File: config.mk
export PLATFORM = sky130hd
export DESIGN_NAME = hrc_regs_top
export DESIGN_NICKNAME = d
export VERILOG_FILES = /design/src/core/hrc_pkg.sv /design/src/core/hrc_sync.sv /design/src/core/hrc_regs_top.sv
export SDC_FILE = /design/constraint.sdc
export NUM_CORES = 1
export LEC_CHECK = 0
export BUFFER_PORTS_ARGS = -buffer_cell sky130_fd_sc_hd__buf_2
export CAP_MARGIN = 5
export CELL_PAD_IN_SITES_DETAIL_PLACEMENT = 1
export CELL_PAD_IN_SITES_GLOBAL_PLACEMENT = 1
export CORE_UTILIZATION = 25
export DETAILED_ROUTE_END_ITERATION = 7
export HOLD_SLACK_MARGIN = 0.08
export PLACE_DENSITY_LB_ADDON = 0.1
export SLEW_MARGIN = 20
export SYNTH_ARGS = -nofsm -noshare
export SYNTH_HDL_FRONTEND = slang
export SYNTH_SLANG_ARGS = --single-unit
File: constraint.sdc
create_clock -name clk -period 2.1 [get_ports clk]
set_input_delay 0.105 -clock clk [delete_from_list [all_inputs] [get_ports clk]]
set_output_delay 0.105 -clock clk [all_outputs]
set_load 0.01 [all_outputs]
File: src/core/hrc_pkg.sv
/*
 * Constants, register map and carrier types for the hub release number and
 * first configuration byte register bank.
 * Assumes a single 50 MHz core clock and an SMBus-style two-wire configuration
 * port whose pins are sampled by that clock.
 */
// Summary of operation
// - Release number is 16-bit BCD; low byte at 04h, high byte at 05h, read/write.
// - Config byte one bit 7 picks power source: 0 bus, 1 self; default 0.
// - With dynamic power on, power source follows the local supply sense pin.
// - Bit 7 of config byte two at 07h enables dynamic power switching.
// - Config byte one bit 5 set forces full-speed-only attach; default 0.
// - A host forcing single-translator mode overrides the per-port selection.
package hrc_pkg;

   // ****************************************************************
   // Register offsets
   // ****************************************************************
   localparam logic [7:0] OFS_RELEASE_NUMBER_LOW = 8'h04;
   localparam logic [7:0] OFS_RELEASE_NUMBER_HIGH = 8'h05;
   localparam logic [7:0] OFS_HUB_CONFIG_ONE = 8'h06;
   localparam logic [7:0] OFS_HUB_CONFIG_TWO = 8'h07;

   // ****************************************************************
   // Field positions, masks and reset values
   // ****************************************************************
   localparam int POWER_SOURCE_SELECT_BIT = 7;
   localparam int HUB_CONFIG_ONE_RESERVED_BIT = 6;
   localparam int FAST_ATTACH_INHIBIT_BIT = 5;
   localparam int PER_PORT_TRANSLATOR_BIT = 4;
   localparam int DYNAMIC_POWER_BIT = 7;
   localparam logic [7:0] HUB_CONFIG_ONE_WRITE_MASK = 8'hbf;
   localparam logic [7:0] RELEASE_BYTE_RESET = 8'h00;
   localparam logic [7:0] HUB_CONFIG_ONE_RESET = 8'h00;
   localparam logic DYNAMIC_POWER_RESET = 1'b0;
   localparam logic [7:0] READ_UNMAPPED = 8'h00;

   // ****************************************************************
   // Two-wire port
   // ****************************************************************
   // Slave address value is arbitrary
   localparam logic [6:0] SLAVE_ADDR_DEFAULT = 7'h2c;
   localparam logic [3:0] BITS_PER_BYTE = 4'h8;
   localparam int SYNC_WIDTH = 3;

   typedef enum logic [4:0] {
      ST_IDLE = 5'h01,
      ST_RX = 5'h02,
      ST_RX_ACK = 5'h04,
      ST_TX = 5'h08,
      ST_TX_ACK = 5'h10
   } hrc_state_type;

   typedef enum logic [2:0] {
      PH_ADDR = 3'h1,
      PH_OFFSET = 3'h2,
      PH_DATA = 3'h4
   } hrc_phase_type;

   typedef struct packed {
      logic self_powered;
      logic fast_attach_inhibit;
      logic per_port_translator_active;
      logic dynamic_power_enable;
   } hrc_status_type;

   localparam hrc_status_type STATUS_RESET = '{1'b0, 1'b0, 1'b0, 1'b0};

endpackage

File: src/core/hrc_sync.sv
/*
 * Two-flip-flop synchroniser for a group of asynchronous input levels.
 * Assumes the reset given is already synchronous to clk on release.
 */
`timescale 1ns/1ps
module hrc_sync #(
   parameter int WIDTH = 1
) (
   // Clock and reset
   input wire logic clk,
   input wire logic rst_n,
   // Levels
   input wire logic [WIDTH-1:0] async_in,
   output logic [WIDTH-1:0] sync_out
);
   logic [WIDTH-1:0] meta_q;

   // Only the second stage is visible to the outside
   genvar i;
   for (i = 0; i < WIDTH; i++) begin : g_bit
      always_ff @(posedge clk or negedge rst_n) begin
         if (!rst_n) begin
            meta_q[i] <= 1'b0;
            sync_out[i] <= 1'b0;
         end else begin
            meta_q[i] <= async_in[i];
            sync_out[i] <= meta_q[i];
         end
      end
   end
endmodule // hrc_sync

File: src/core/hrc_regs_top.sv
/*
 * Release number and first configuration byte register bank with its
 * two-wire configuration slave and the derived hub mode outputs.
 * Assumes scl/sda come from an external open-drain bus (sda pulled up outside)
 * and host_force_single comes from hub core logic on the same clock.
 */
`timescale 1ns/1ps
module hrc_regs_top #(
   parameter logic [6:0] SLAVE_ADDR = hrc_pkg::SLAVE_ADDR_DEFAULT
) (
   // Clock and reset
   input wire logic clk,
   input wire logic resetn,
   // Two-wire configuration pins
   input wire logic scl_i,
   input wire logic sda_i,
   output logic sda_o,
   output logic sda_oe,
   // Hub core side
   input wire logic local_supply_sense,
   input wire logic host_force_single,
   output logic [15:0] release_number,
   output hrc_pkg::hrc_status_type hub_status
);

   // ****************************************************************
   // Reset release and input synchronisation
   // ****************************************************************
   logic rst_meta_q;
   logic rst_n;

   always_ff @(posedge clk or negedge resetn) begin
      if (!resetn) begin
         rst_meta_q <= 1'b0;
         rst_n <= 1'b0;
      end else begin
         rst_meta_q <= 1'b1;
         rst_n <= rst_meta_q;
      end
   end

   logic scl_s;
   logic sda_s;
   logic sense_s;

   hrc_sync #(.WIDTH(hrc_pkg::SYNC_WIDTH)) i_hrc_sync (
      .clk(clk),
      .rst_n(rst_n),
      .async_in({scl_i, sda_i, local_supply_sense}),
      .sync_out({scl_s, sda_s, sense_s})
   );

   // ****************************************************************
   // State
   // ****************************************************************
   hrc_pkg::hrc_state_type state_q, state_d;
   hrc_pkg::hrc_phase_type phase_q, phase_d;
   logic [3:0] cnt_q, cnt_d;
   logic [7:0] sh_q, sh_d;
   logic [7:0] tx_q, tx_d;
   logic [7:0] ptr_q, ptr_d;
   logic rw_q, rw_d;
   logic sda_oe_q, sda_oe_d;
   logic scl_p_q;
   logic sda_p_q;
   logic [7:0] rel_lo_q, rel_lo_d;
   logic [7:0] rel_hi_q, rel_hi_d;
   logic [7:0] hub_config_one_q, hub_config_one_d;
   logic dyn_q, dyn_d;
   hrc_pkg::hrc_status_type status_q, status_d;

   logic start_c;
   logic stop_c;
   logic rise_c;
   logic fall_c;
   logic wr_en;
   logic [7:0] wr_addr;
   logic [7:0] wr_data;
   logic [7:0] rd_byte;

   // Unmapped offsets read as zero so the pointer may roam freely
   function automatic logic [7:0] reg_read(input logic [7:0] addr, input logic [7:0] lo, input logic [7:0] hi,
                                           input logic [7:0] c1, input logic dy);
      logic [7:0] r;
      r = hrc_pkg::READ_UNMAPPED;
      if (addr == hrc_pkg::OFS_RELEASE_NUMBER_LOW) begin
         r = lo;
      end else if (addr == hrc_pkg::OFS_RELEASE_NUMBER_HIGH) begin
         r = hi;
      end else if (addr == hrc_pkg::OFS_HUB_CONFIG_ONE) begin
         r = c1 & hrc_pkg::HUB_CONFIG_ONE_WRITE_MASK;
      end else if (addr == hrc_pkg::OFS_HUB_CONFIG_TWO) begin
         r[hrc_pkg::DYNAMIC_POWER_BIT] = dy;
      end
      return r;
   endfunction

   // ****************************************************************
   // Next state
   // ****************************************************************
   always_comb begin
      state_d = state_q;
      phase_d = phase_q;
      cnt_d = cnt_q;
      sh_d = sh_q;
      tx_d = tx_q;
      ptr_d = ptr_q;
      rw_d = rw_q;
      sda_oe_d = sda_oe_q;
      rel_lo_d = rel_lo_q;
      rel_hi_d = rel_hi_q;
      hub_config_one_d = hub_config_one_q;
      dyn_d = dyn_q;
      wr_en = 1'b0;
      wr_addr = ptr_q;
      wr_data = sh_q;
      rd_byte = reg_read(ptr_q, rel_lo_q, rel_hi_q, hub_config_one_q, dyn_q);
      start_c = scl_s & scl_p_q & sda_p_q & ~sda_s;
      stop_c = scl_s & scl_p_q & ~sda_p_q & sda_s;
      rise_c = scl_s & ~scl_p_q;
      fall_c = ~scl_s & scl_p_q;

      if (stop_c) begin
         state_d = hrc_pkg::ST_IDLE;
         sda_oe_d = 1'b0;
      end else if (start_c) begin
         // Repeated start keeps the pointer for a following read
         state_d = hrc_pkg::ST_RX;
         phase_d = hrc_pkg::PH_ADDR;
         cnt_d = '0;
         sda_oe_d = 1'b0;
      end else begin
         case (state_q)
            hrc_pkg::ST_RX: begin
               if (rise_c) begin
                  sh_d = {sh_q[6:0], sda_s};
                  cnt_d = cnt_q + 4'h1;
               end else if (fall_c && cnt_q == hrc_pkg::BITS_PER_BYTE) begin
                  cnt_d = '0;
                  if (phase_q == hrc_pkg::PH_ADDR) begin
                     if (sh_q[7:1] == SLAVE_ADDR) begin
                        rw_d = sh_q[0];
                        sda_oe_d = 1'b1;
                        state_d = hrc_pkg::ST_RX_ACK;
                     end else begin
                        state_d = hrc_pkg::ST_IDLE;
                     end
                  end else begin
                     sda_oe_d = 1'b1;
                     state_d = hrc_pkg::ST_RX_ACK;
                     if (phase_q == hrc_pkg::PH_OFFSET) begin
                        ptr_d = sh_q;
                     end else begin
                        wr_en = 1'b1;
                        ptr_d = ptr_q + 8'h01;
                     end
                  end
               end
            end
            hrc_pkg::ST_RX_ACK: begin
               if (fall_c) begin
                  if (phase_q == hrc_pkg::PH_ADDR && rw_q) begin
                     sda_oe_d = ~rd_byte[7];
                     tx_d = {rd_byte[6:0], 1'b0};
                     ptr_d = ptr_q + 8'h01;
                     state_d = hrc_pkg::ST_TX;
                  end else begin
                     sda_oe_d = 1'b0;
                     state_d = hrc_pkg::ST_RX;
                     if (phase_q == hrc_pkg::PH_ADDR) begin
                        phase_d = hrc_pkg::PH_OFFSET;
                     end else begin
                        phase_d = hrc_pkg::PH_DATA;
                     end
                  end
               end
            end
            hrc_pkg::ST_TX: begin
               if (rise_c) begin
                  cnt_d = cnt_q + 4'h1;
               end else if (fall_c) begin
                  if (cnt_q == hrc_pkg::BITS_PER_BYTE) begin
                     sda_oe_d = 1'b0;
                     state_d = hrc_pkg::ST_TX_ACK;
                  end else begin
                     sda_oe_d = ~tx_q[7];
                     tx_d = {tx_q[6:0], 1'b0};
                  end
               end
            end
            hrc_pkg::ST_TX_ACK: begin
               if (rise_c) begin
                  if (sda_s) begin
                     state_d = hrc_pkg::ST_IDLE;
                  end else begin
                     tx_d = rd_byte;
                     ptr_d = ptr_q + 8'h01;
                     cnt_d = '0;
                     state_d = hrc_pkg::ST_TX;
                  end
               end
            end
            default: begin
               state_d = hrc_pkg::ST_IDLE;
            end
         endcase
      end

      if (wr_en) begin
         if (wr_addr == hrc_pkg::OFS_RELEASE_NUMBER_LOW) begin
            rel_lo_d = wr_data;
         end else if (wr_addr == hrc_pkg::OFS_RELEASE_NUMBER_HIGH) begin
            rel_hi_d = wr_data;
         end else if (wr_addr == hrc_pkg::OFS_HUB_CONFIG_ONE) begin
            hub_config_one_d = wr_data & hrc_pkg::HUB_CONFIG_ONE_WRITE_MASK;
         end else if (wr_addr == hrc_pkg::OFS_HUB_CONFIG_TWO) begin
            dyn_d = wr_data[hrc_pkg::DYNAMIC_POWER_BIT];
         end
      end

      // Dynamic mode ignores the select bit and trusts the supply sense
      status_d.self_powered = dyn_q ? sense_s : hub_config_one_q[hrc_pkg::POWER_SOURCE_SELECT_BIT];
      status_d.fast_attach_inhibit = hub_config_one_q[hrc_pkg::FAST_ATTACH_INHIBIT_BIT];
      status_d.per_port_translator_active =
         hub_config_one_q[hrc_pkg::PER_PORT_TRANSLATOR_BIT] & ~host_force_single;
      status_d.dynamic_power_enable = dyn_q;
   end

   // ****************************************************************
   // Registers
   // ****************************************************************
   always_ff @(posedge clk or negedge rst_n) begin
      if (!rst_n) begin
         state_q <= hrc_pkg::ST_IDLE;
         phase_q <= hrc_pkg::PH_ADDR;
         cnt_q <= '0;
         sh_q <= '0;
         tx_q <= '0;
         ptr_q <= '0;
         rw_q <= 1'b0;
         sda_oe_q <= 1'b0;
         sda_o <= 1'b0;
         scl_p_q <= 1'b0;
         sda_p_q <= 1'b0;
         rel_lo_q <= hrc_pkg::RELEASE_BYTE_RESET;
         rel_hi_q <= hrc_pkg::RELEASE_BYTE_RESET;
         hub_config_one_q <= hrc_pkg::HUB_CONFIG_ONE_RESET;
         dyn_q <= hrc_pkg::DYNAMIC_POWER_RESET;
         status_q <= hrc_pkg::STATUS_RESET;
      end else begin
         state_q <= state_d;
         phase_q <= phase_d;
         cnt_q <= cnt_d;
         sh_q <= sh_d;
         tx_q <= tx_d;
         ptr_q <= ptr_d;
         rw_q <= rw_d;
         sda_oe_q <= sda_oe_d;
         sda_o <= 1'b0;
         scl_p_q <= scl_s;
         sda_p_q <= sda_s;
         rel_lo_q <= rel_lo_d;
         rel_hi_q <= rel_hi_d;
         hub_config_one_q <= hub_config_one_d;
         dyn_q <= dyn_d;
         status_q <= status_d;
      end
   end

   assign sda_oe = sda_oe_q;
   assign release_number = {rel_hi_q, rel_lo_q};
   assign hub_status = status_q;

   // ****************************************************************
   // Checks
   // ****************************************************************
   AST_REL_LOW_WRITE: assert property (@(posedge clk) disable iff (!rst_n)
      wr_en && wr_addr == hrc_pkg::OFS_RELEASE_NUMBER_LOW |=> ##1 release_number[7:0] == $past(wr_data, 2))
      else $error("release low byte not stored");
   AST_REL_HIGH_HOLD: assert property (@(posedge clk) disable iff (!rst_n)
      !(wr_en && wr_addr == hrc_pkg::OFS_RELEASE_NUMBER_HIGH) |=> $stable(release_number[15:8]))
      else $error("release high byte changed without a write");
   AST_POWER_SELECT: assert property (@(posedge clk) disable iff (!rst_n)
      !dyn_q |=> hub_status.self_powered == $past(hub_config_one_q[hrc_pkg::POWER_SOURCE_SELECT_BIT]))
      else $error("self powered does not follow select bit");
   AST_DYNAMIC_SENSE: assert property (@(posedge clk) disable iff (!rst_n)
      dyn_q [*2] |-> hub_status.self_powered == $past(sense_s))
      else $error("self powered does not follow supply sense");
   AST_DYNAMIC_WRITE: assert property (@(posedge clk) disable iff (!rst_n)
      wr_en && wr_addr == hrc_pkg::OFS_HUB_CONFIG_TWO |=> ##1
         hub_status.dynamic_power_enable == $past(wr_data[hrc_pkg::DYNAMIC_POWER_BIT], 2))
      else $error("dynamic enable not applied");
   AST_FAST_INHIBIT: assert property (@(posedge clk) disable iff (!rst_n)
      $rose(hub_config_one_q[hrc_pkg::FAST_ATTACH_INHIBIT_BIT]) |=> hub_status.fast_attach_inhibit)
      else $error("full speed only not applied");
   AST_PER_PORT_TT: assert property (@(posedge clk) disable iff (!rst_n)
      hub_config_one_q[hrc_pkg::PER_PORT_TRANSLATOR_BIT] && !host_force_single |=> hub_status.per_port_translator_active)
      else $error("per port translators not active");
   AST_HOST_FORCE: assert property (@(posedge clk) disable iff (!rst_n)
      host_force_single |=> !hub_status.per_port_translator_active)
      else $error("host single translator override ignored");
   AST_RESERVED_ZERO: assert property (@(posedge clk) disable iff (!rst_n)
      ptr_q == hrc_pkg::OFS_HUB_CONFIG_ONE |->
         !rd_byte[hrc_pkg::HUB_CONFIG_ONE_RESERVED_BIT] && !hub_config_one_q[hrc_pkg::HUB_CONFIG_ONE_RESERVED_BIT])
      else $error("reserved bit reads one");

endmodule // hrc_regs_top

==> qor.txt, run 1 <==
Max H-tree Level = 3
clock power share = 0.460
Post-DRT Antenna Nets = 0
ratio of cells with drive above 1 in the final layout = 0.405
Top Ports = 28
top cells by area, synth = dfrtp_1 46%, mux2_2 11%, nand2_1 3.3%
Cell Area, Synth = 4040 um2
Detailed Place HPWL = 9200 um
CTS max path bufs = 2
total power = 3310 uW
area grow syn2layout = 36.1%
clk slew on worst S/H paths = 70 ps
global-route wire length before repair = 20,400 um
leakage power = 0.00256 uW
Post-synth EDFFs = 0
RD Place Congestion = 0.788
IR drop worst, VDD = 0.000352 V
Die Height = 129 um
root buf cell = clkbuf_16
Slew HR = 0.604
Worst Path Required = 2330 ps
DR WL/cell = 17.9 um
# DRC = 0
Starting Density = 0.255
fin worst setup slack = -117 ps
Peak Freq = 451 MHz
YS warnings = 0
Mapped Cells = 384
n_diodes = 0
failing checks = setup timing
Port Buf Inserts = 26
vias in the first global route = 3,524
# setup viols final = 24
GRT overflow = 0
NetSw = 856 uW
worst slew pin tran = 594 ps
Yosys top cell by area = dfrtp_1
Via Count = 3,325
Pint = 2450 uW
nets@finish = 496
sequential power share = 0.466
power density cells = 603 nW/um2
WS Path Type = flip-flop to flip-flop
worst hold path class = flip-flop to async pin
RSZ-0062 raised after global routing = true
#FFs+latches synth = 76
Cell Area, Placed = 4860 um2
setup_tns = -1980 ps
worst skew pair latency = 350 ps
run status = finished, violations left
XOR/XNOR Fraction of Synth Area = 0.0130
antenna violations before repair = 0
most instantiated cells after synthesis = 74 x dfrtp_1, 40 x mux2_2, 36 x nand2_1
element type at the critical path end = flip-flop
largest family of logic cells by synthesized area = simple AND/OR/NAND/NOR gates
CTS buffer count = 9
row cnt = 46
Design Area, Final = 5490 um2
Tmin final = 2220 ps
maximum fanout along the worst path = 8
Core Region = 15,800 um2
compound-gate portion of the synthesized area = 0.147
most common cell in the netlist = dfrtp_1
Synth Area in Simple Gates = 0.181
r2r worst-path depth = 6
combinational power share = 0.074
mux share of post-synthesis cell area = 0.124
largest net degree at the start of global routing = 42
Die Footprint = 16,700 um2
Post-Syn Nets = 396
type of origin of the critical path = flip-flop
synthesized-area fraction occupied by adder cells = 0.0186
worst clock skew = 9.77 ps
Tot GR Track Use = 0.165
initial drt markers = 114
Routed WL = 12,600 um
number of max-cap violations = 0
Top FF cell, synth = dfrtp_1
Worst EP arrival = 2440 ps
final-report hold violation count = 0
fin. max-slew vios = 0
Post-Syn Area per Cell = 10.5 um2
Fillers = 1,764
Final Util = 0.347
period utilization = 1.06
ys async rst share = 1.00
Sw Ratio = 0.259
post-synthesis cell type count = 66
die width = 129 um
Synth top area share = 0.459
sequential element share of the synthesized area = 0.472
Clock Sinks = 76
drt first pass iters = 4
CTS tree = done
Via density = 4.72
## cell usage in the layout (no fill, tap or decap), drive strengths merged, types with 4 or more instances in the layout
master and instances:
nor2 19, xor2 4, o21ai 26, and3 6, inv 14, nor3 7, nand3 13, mux2i 5
a31oi 10, nand2b 7, mux2 40, clkbuf 10, nand2 36, a21oi 18, dfrtp 74, nor2b 9
o22ai 4, ha 6, buf 101, nand3b 6, a22oi 7, dlygate4sd3 6
## cell type report
cell class              count  area, um2  area share
clock buffers              10        239      0.0435
multi-input cells         278       2170       0.395
inverters                  12       45.0     0.00820
flip-flops and latches     76       1910       0.347
repair buffers            107        815       0.148
well taps                 216        270      0.0492
clock inverters             6       46.3     0.00843
## final timing paths
path	startpoint	end	slack, ps
setup / recovery	ptr_q[6]	rel_hi_q[2]	-120
hold / removal	rst_n	ptr_q[7]	340
setup reg to reg	ptr_q[6]	rel_hi_q[2]	-120
hold reg to reg	rst_n	ptr_q[7]	340
max in group asynchronous	rst_n	tx_q[7]	1200
min in group clk	i_hrc_sync.meta_q[2]	i_hrc_sync.sync_out[2]	350
## worst max-delay path: stages (launching register included)
cell and delay (ps):
dfrtp_1 380, or4b_4 570, a2111oi_4 330, buf_4 190
and3b_1 170, buf_6 160, mux2_4 300
## layer usage
layer	global-route usage	wire length, um
met3	0.0310	305
met1	0.231	6190
met4	0.0457	136
met2	0.260	6020
met5	0	0
## through the flow
stage / setup WS (ps) / instances / hold slack (ps)
2_1_floorplan: 2.25 / 384 / -191
3_3_place_gp: -279 / 674 / -110
3_5_place_dp: -289 / 674 / -109
4_1_cts: -119 / 700 / 350
5_1_grt: -261 / 705 / 357
6_report: -117 / 705 / 340
## logic make-up after synthesis
logic type,count (synthesis)
AO/OA/AOI/OAI,89
XOR/XNOR,6
adder cells (fa/ha/maj),6
buffers and inverters,30
flip-flops,76
multiplexers,45
other,2
AND/OR/NAND/NOR,130
## power by group through the flow
stage          Sequential (uW)  Clock [uW]  Combinational [uW]
3_3_place_gp              1570           0                 217
4_1_cts                   1550        1590                 231
3_5_place_dp              1570           0                 218
2_1_floorplan             1570           0                 126
6_report                  1540        1520                 244
5_1_grt                   1550        1640                 269
## sequential cells by signal, summed over array words and instances (netlist names)
| signal | cells |
|---|---|
| scl_p_q | 1 |
| rw_q | 1 |
| i_hrc_sync.sync_out | 3 |
| rel_lo_q | 8 |
| i_hrc_sync.meta_q | 3 |
| rst_n | 1 |
| sda_p_q | 1 |
| dyn_q | 1 |
| cnt_q | 4 |
| rel_hi_q | 8 |
| tx_q | 8 |
| phase_q | 3 |
| sh_q | 8 |
| rst_meta_q | 1 |
| hub_status | 4 |
| state_q | 5 |
| hub_config_one_q | 7 |
| ptr_q | 8 |
| sda_oe | 1 |
## timing repair
| item | in CTS | in global routing |
|---|---|---|
| setup buffers | 4 | 7 |
| hold endpoints to repair | 6 | 0 |
| hold buffers | 6 | 0 |
| endpoints found under the setup margin | 39 | 45 |
| gates resized for setup | 33 | 21 |
| pin swaps | 2 | 6 |
No activity file was read; power rests on OpenSTA's default activity.
==> inputs of run 2 (changes only) <==
BUFFER_PORTS_ARGS = default   (was -buffer_cell sky130_fd_sc_hd__buf_2)
CTS_CLUSTER_DIAMETER = 60   (was default)
DONT_BUFFER_PORTS = 1   (was default)
clock period = 2.6 ns   (was 2.1 ns; I/O delays follow)
==> qor.txt, run 2 (synthesized netlist as in run 1, its figures left out) <==
Die Height = 129 um (unchanged)
period utilization = 0.923 (-0.133)
Routed WL = 12,000 um (-5.3%)
initial drt markers = 131 (+15%)
drt first pass iters = 4 (unchanged)
Worst Path Required = 2830 ps (+500 ps)
Worst EP arrival = 2630 ps (+190 ps)
worst reg2reg setup slack = 200 ps (+320 ps)
# setup viols final = 0 (-100%)
Via Count = 2,971 (-11%)
Final Util = 0.298 (-0.0487)
Fillers = 1,777 (+0.74%)
antenna violations before repair = 0 (unchanged)
global-route wire length before repair = 19,300 um (-5.6%)
final-report hold violation count = 0 (unchanged)
Die Footprint = 16,700 um2 (unchanged)
total power = 2770 uW (-16%)
Max H-tree Level = 3 (unchanged)
element type at the critical path end = flip-flop
Clock Sinks = 76 (unchanged)
root buf cell = clkbuf_16
clk slew on worst S/H paths = 60 ps (about the same)
commonest non-fill, non-tap cells in the layout = 73 x dfrtp_1, 40 x mux2_2, 36 x nand2_1
WS Path Type = flip-flop to flip-flop
Port Buf Inserts = 0 (-100%)
Fin Hold WS = 339 ps (-1.43 ps)
GRT overflow = 0 (unchanged)
CTS tree = done
worst skew pair latency = 340 ps (about the same)
largest net degree at the start of global routing = 42 (unchanged)
leakage power = 0.00209 uW (-18%)
power density cells = 587 nW/um2 (-2.6%)
r2r worst-path depth = 4 (-2)
worst hold path class = flip-flop to async pin
row cnt = 46 (unchanged)
setup_tns = 0 ps (+1980 ps)
Worst R2R End = rel_hi_q[0]
type of origin of the critical path = flip-flop
IR drop worst, VDD = 0.000278 V (-21%)
PostCTS Resize Cnt = 0 (-100%)
CTS buffer count = 9 (unchanged)
Post-CTS Repair Setup Buffers = 0 (-4)
DR WL/cell = 19.2 um (+7.1%)
maximum fanout along the worst path = 8 (unchanged)
nets@finish = 415 (-16%)
fin. max-slew vios = 0 (unchanged)
CTS max path bufs = 2 (unchanged)
Via density = 4.77 (+1.1%)
# DRC = 0 (unchanged)
Starting Density = 0.255 (unchanged)
die width = 129 um (unchanged)
area grow syn2layout = 17.0%
Design Area, Final = 4720 um2 (-14%)
number of max-cap violations = 0 (unchanged)
cts hold-fix bufs = 6 (unchanged)
run status = completed
Tmin final = 2400 ps (+183 ps)
Slew HR = 0.569 (-0.0351)
Core Region = 15,800 um2 (unchanged)
worst clock skew = 7.82 ps (-1.95 ps)
worst slew pin tran = 647 ps (+52.6 ps)
Top Ports = 28 (unchanged)
n_diodes = 0 (unchanged)
RD Place Congestion = 0.781 (-0.93%)
Post-DRT Antenna Nets = 0 (unchanged)
RSZ-0062 raised after global routing = false
vias in the first global route = 3,185 (-9.6%)
Cell Area, Placed = 4350 um2 (-11%)
ratio of cells with drive above 1 in the final layout = 0.241 (-0.164)
most common cell after layout, fill and taps aside = dfrtp_1
worst r2r src = ptr_q[6]
Peak Freq = 417 MHz (-7.6%)
Detailed Place HPWL = 8560 um (-7.0%)
Tot GR Track Use = 0.158 (-0.00666)
[run 2: cell count changes in the layout (fill, tap and decap cells not counted), moves of 2 or more]
cell	before	now
buf_4	68	19
buf_2	26	0
mux2_2	15	40
mux2_4	25	0
buf_12	4	1
buf_6	3	0
bufinv_16	0	2
inv_1	10	12
inv_2	2	0
inv_6	2	0
nor2_1	15	17
o21ai_0	23	25
[run 2: area by class of cell]
class / count / area [um2] / share of cell area
well taps: 216 / 270 / 0.0572
inverters: 12 / 45.0 / 0.00954
flip-flops and latches: 76 / 1910 / 0.404
multi-input cells: 278 / 1960 / 0.415
repair buffers: 26 / 223 / 0.0472
clock inverters: 6 / 90.1 / 0.0191
clock buffers: 9 / 225 / 0.0477
[run 2: critical path: stages, from the launching register on]
cell and delay (ps):
dfrtp_1 410, or4b_4 620, a2111oi_4 450, and3b_1 420, mux2_2 380
[run 2: how the worst max path moves through the flow]
stage / start / endpoint / slack [ps] / cells past startpoint
after floorplan: rst_n / cnt_q[0] / 330 / 0
after global placement: ptr_q[6] / rel_hi_q[0] / 210 / 4
after detailed placement: ptr_q[6] / rel_hi_q[0] / 190 / 4
after CTS: ptr_q[6] / rel_hi_q[0] / 170 / 4
after global routing: cnt_q[0] / rel_hi_q[0] / 110 / 8
final: ptr_q[6] / rel_hi_q[0] / 200 / 4
[run 2: report_power, final]
part	internal [uW]	switching (uW)	total (uW)
clock network	837	532	1370
registers	1210	39.2	1250
logic	60.7	92.9	154
total	2110	664	2770
[run 2: metrics by stage]
| stage | cells | setup slack (ps) |
|---|---|---|
| after CTS | 623 | 173 |
| final | 623 | 200 |
| after floorplan | 384 | 330 |
| after global placement | 602 | 207 |
| after detailed placement | 602 | 189 |
| after global routing | 623 | 106 |
[run 2: metal layers]
layer	part of all wire	up-vias	wire [um]	track usage
li1	-	1419	-	-
met1	0.50	1526	6020	0.225
met2	0.47	16	5570	0.239
met3	0.017	10	209	0.0293
met4	0.014	0	172	0.0561
met5	0	-	0	0
==> inputs of run 3 (changes only) <==
CORE_UTILIZATION = 45   (was 25)
==> qor.txt, run 3 (synthesized netlist as in run 1, its figures left out) <==
initial drt markers = 124 (-5.3%)
RSZ-0062 raised after global routing = false
nets@finish = 412 (-0.72%)
root buf cell = clkbuf_8
cts hold-fix bufs = 6 (unchanged)
n_diodes = 0 (unchanged)
type of origin of the critical path = flip-flop
setup_tns = 0 ps (unchanged)
Core Region = 8720 um2 (-45%)
worst skew pair latency = 360 ps (+20 ps)
commonest non-fill, non-tap cells in the layout = 73 x dfrtp_1, 40 x mux2_2, 36 x nand2_1
Starting Density = 0.463 (+0.208)
Pint = 1750 uW (-17%)
largest net degree at the start of global routing = 75 (+79%)
clock power share = 0.410 (-0.084)
die width = 96.7 um (-25%)
Post-CTS Repair Setup Buffers = 0 (unchanged)
Via density = 5.92 (+24%)
RD Place Congestion = 0.944 (+21%)
clk slew on worst S/H paths = 90 ps (+30 ps)
row cnt = 34 (-26%)
CTS tree = done
worst hold path class = flip-flop to async pin
CTS buffer count = 9 (unchanged)
Top Ports = 28 (unchanged)
fin worst setup slack = 206 ps (+6.14 ps)
total power = 2370 uW (-15%)
leakage power = 0.00203 uW (-2.8%)
Post-DRT Antenna Nets = 0 (unchanged)
Worst EP arrival = 2640 ps (about the same)
Fin Hold WS = 273 ps (-65.7 ps)
run status = completed
IR drop worst, VDD = 0.000270 V (-2.9%)
Worst Path Required = 2850 ps (+20 ps)
Tot GR Track Use = 0.238 (+0.0793)
final-report hold violation count = 0 (unchanged)
DR WL/cell = 20.5 um (+6.5%)
pre-CTS setup slack = 204 ps (+14.9 ps)
PostCTS Resize Cnt = 0 (unchanged)
Port Buf Inserts = 0 (unchanged)
ratio of cells with drive above 1 in the final layout = 0.237 (-0.00375)
period utilization = 0.921 (-0.00236)
NetSw = 619 uW (-6.8%)
worst r2r src = cnt_q[0]
final cell count without fillers = 513 (-18%)
Slew HR = 0.584 (+0.0149)
r2r worst-path depth = 7 (+3)
Worst R2R End = hub_config_one_q[5]
combinational power share = 0.064 (+0.009)
Via Count = 3,035 (+2.2%)
worst slew pin tran = 625 ps (-22.4 ps)
area grow syn2layout = 10.4%
Max H-tree Level = 3 (unchanged)
# setup viols final = 0 (unchanged)
sequential power share = 0.526 (+0.075)
worst reg2reg setup slack = 210 ps (about the same)
maximum fanout along the worst path = 7 (-1)
Detailed Place HPWL = 7470 um (-13%)
worst clock skew = 12.0 ps (+4.23 ps)
Tmin final = 2390 ps (-6.14 ps)
fin. max-slew vios = 0 (unchanged)
vias in the first global route = 3,138 (-1.5%)
CTS max path bufs = 2 (unchanged)
antenna violations before repair = 0 (unchanged)
Peak Freq = 418 MHz (+0.26%)
Sw Ratio = 0.262 (+0.0219)
global-route wire length before repair = 17,500 um (-9.4%)
power density cells = 531 nW/um2 (-9.6%)
Routed WL = 10,500 um (-12%)
GRT overflow = 0 (unchanged)
WS Path Type = flip-flop to flip-flop
# DRC = 0 (unchanged)
Die Footprint = 9350 um2 (-44%)
drt first pass iters = 4 (unchanged)
Clock Sinks = 76 (unchanged)
most common cell after layout, fill and taps aside = dfrtp_1
number of max-cap violations = 0 (unchanged)
element type at the critical path end = flip-flop
Die Height = 96.7 um (-25%)
placed cell count = 490 (-19%)
## run 3: cell type report
cell class	count	area [um2]
clock buffer	10	138
clock inverter	6	71.3
fill	957	4260
inverter	12	45.0
multi-input combinational	278	1960
sequential	76	1910
tap	108	135
timing repair buffer	23	200
## run 3: metrics by stage
step / util / area, um2
global route: 0.511 / 4460
floorplan: - / 4040
finish: 0.511 / 4460
global placement: 0.478 / 4170
detailed placement: 0.478 / 4170
CTS: 0.509 / 4440
## run 3: worst max path at each step
stage / startpoint / end / cells past startpoint / slack [ps]
6_report: cnt_q[0] / hub_config_one_q[5] / 7 / 210
5_1_grt: state_q[1] / rel_hi_q[2] / 5 / 20
4_1_cts: cnt_q[0] / rel_hi_q[2] / 7 / 200
3_5_place_dp: ptr_q[6] / rel_hi_q[2] / 4 / 200
3_3_place_gp: ptr_q[6] / rel_hi_q[5] / 4 / 260
2_1_floorplan: rst_n / cnt_q[0] / 0 / 330
## run 3: per-layer routing
metal / GRT usage / wire length, um / up-vias
met5: 0 / 0 / -
met4: 0.0850 / 180 / 0
met3: 0.0376 / 320 / 15
met2: 0.363 / 5000 / 45
met1: 0.343 / 5000 / 1555
li1: - / - / 1420
## run 3: critical path, stage by stage (launching register included)
cell and delay [ps]:
dfrtp_1 410, inv_1 100, ha_1 170, and3b_2 220, nand4_1 220, a2111oi_4 350, and3_1 440, mux2_2 390
## run 3: power groups by stage
| stage | registers [uW] | logic (uW) | clock network, uW |
|---|---|---|---|
| global route | 1250 | 169 | 1030 |
| floorplan | 1260 | 102 | 0 |
| global placement | 1280 | 124 | 0 |
| detailed placement | 1280 | 127 | 0 |
| CTS | 1260 | 135 | 983 |
| finish | 1250 | 152 | 970 |
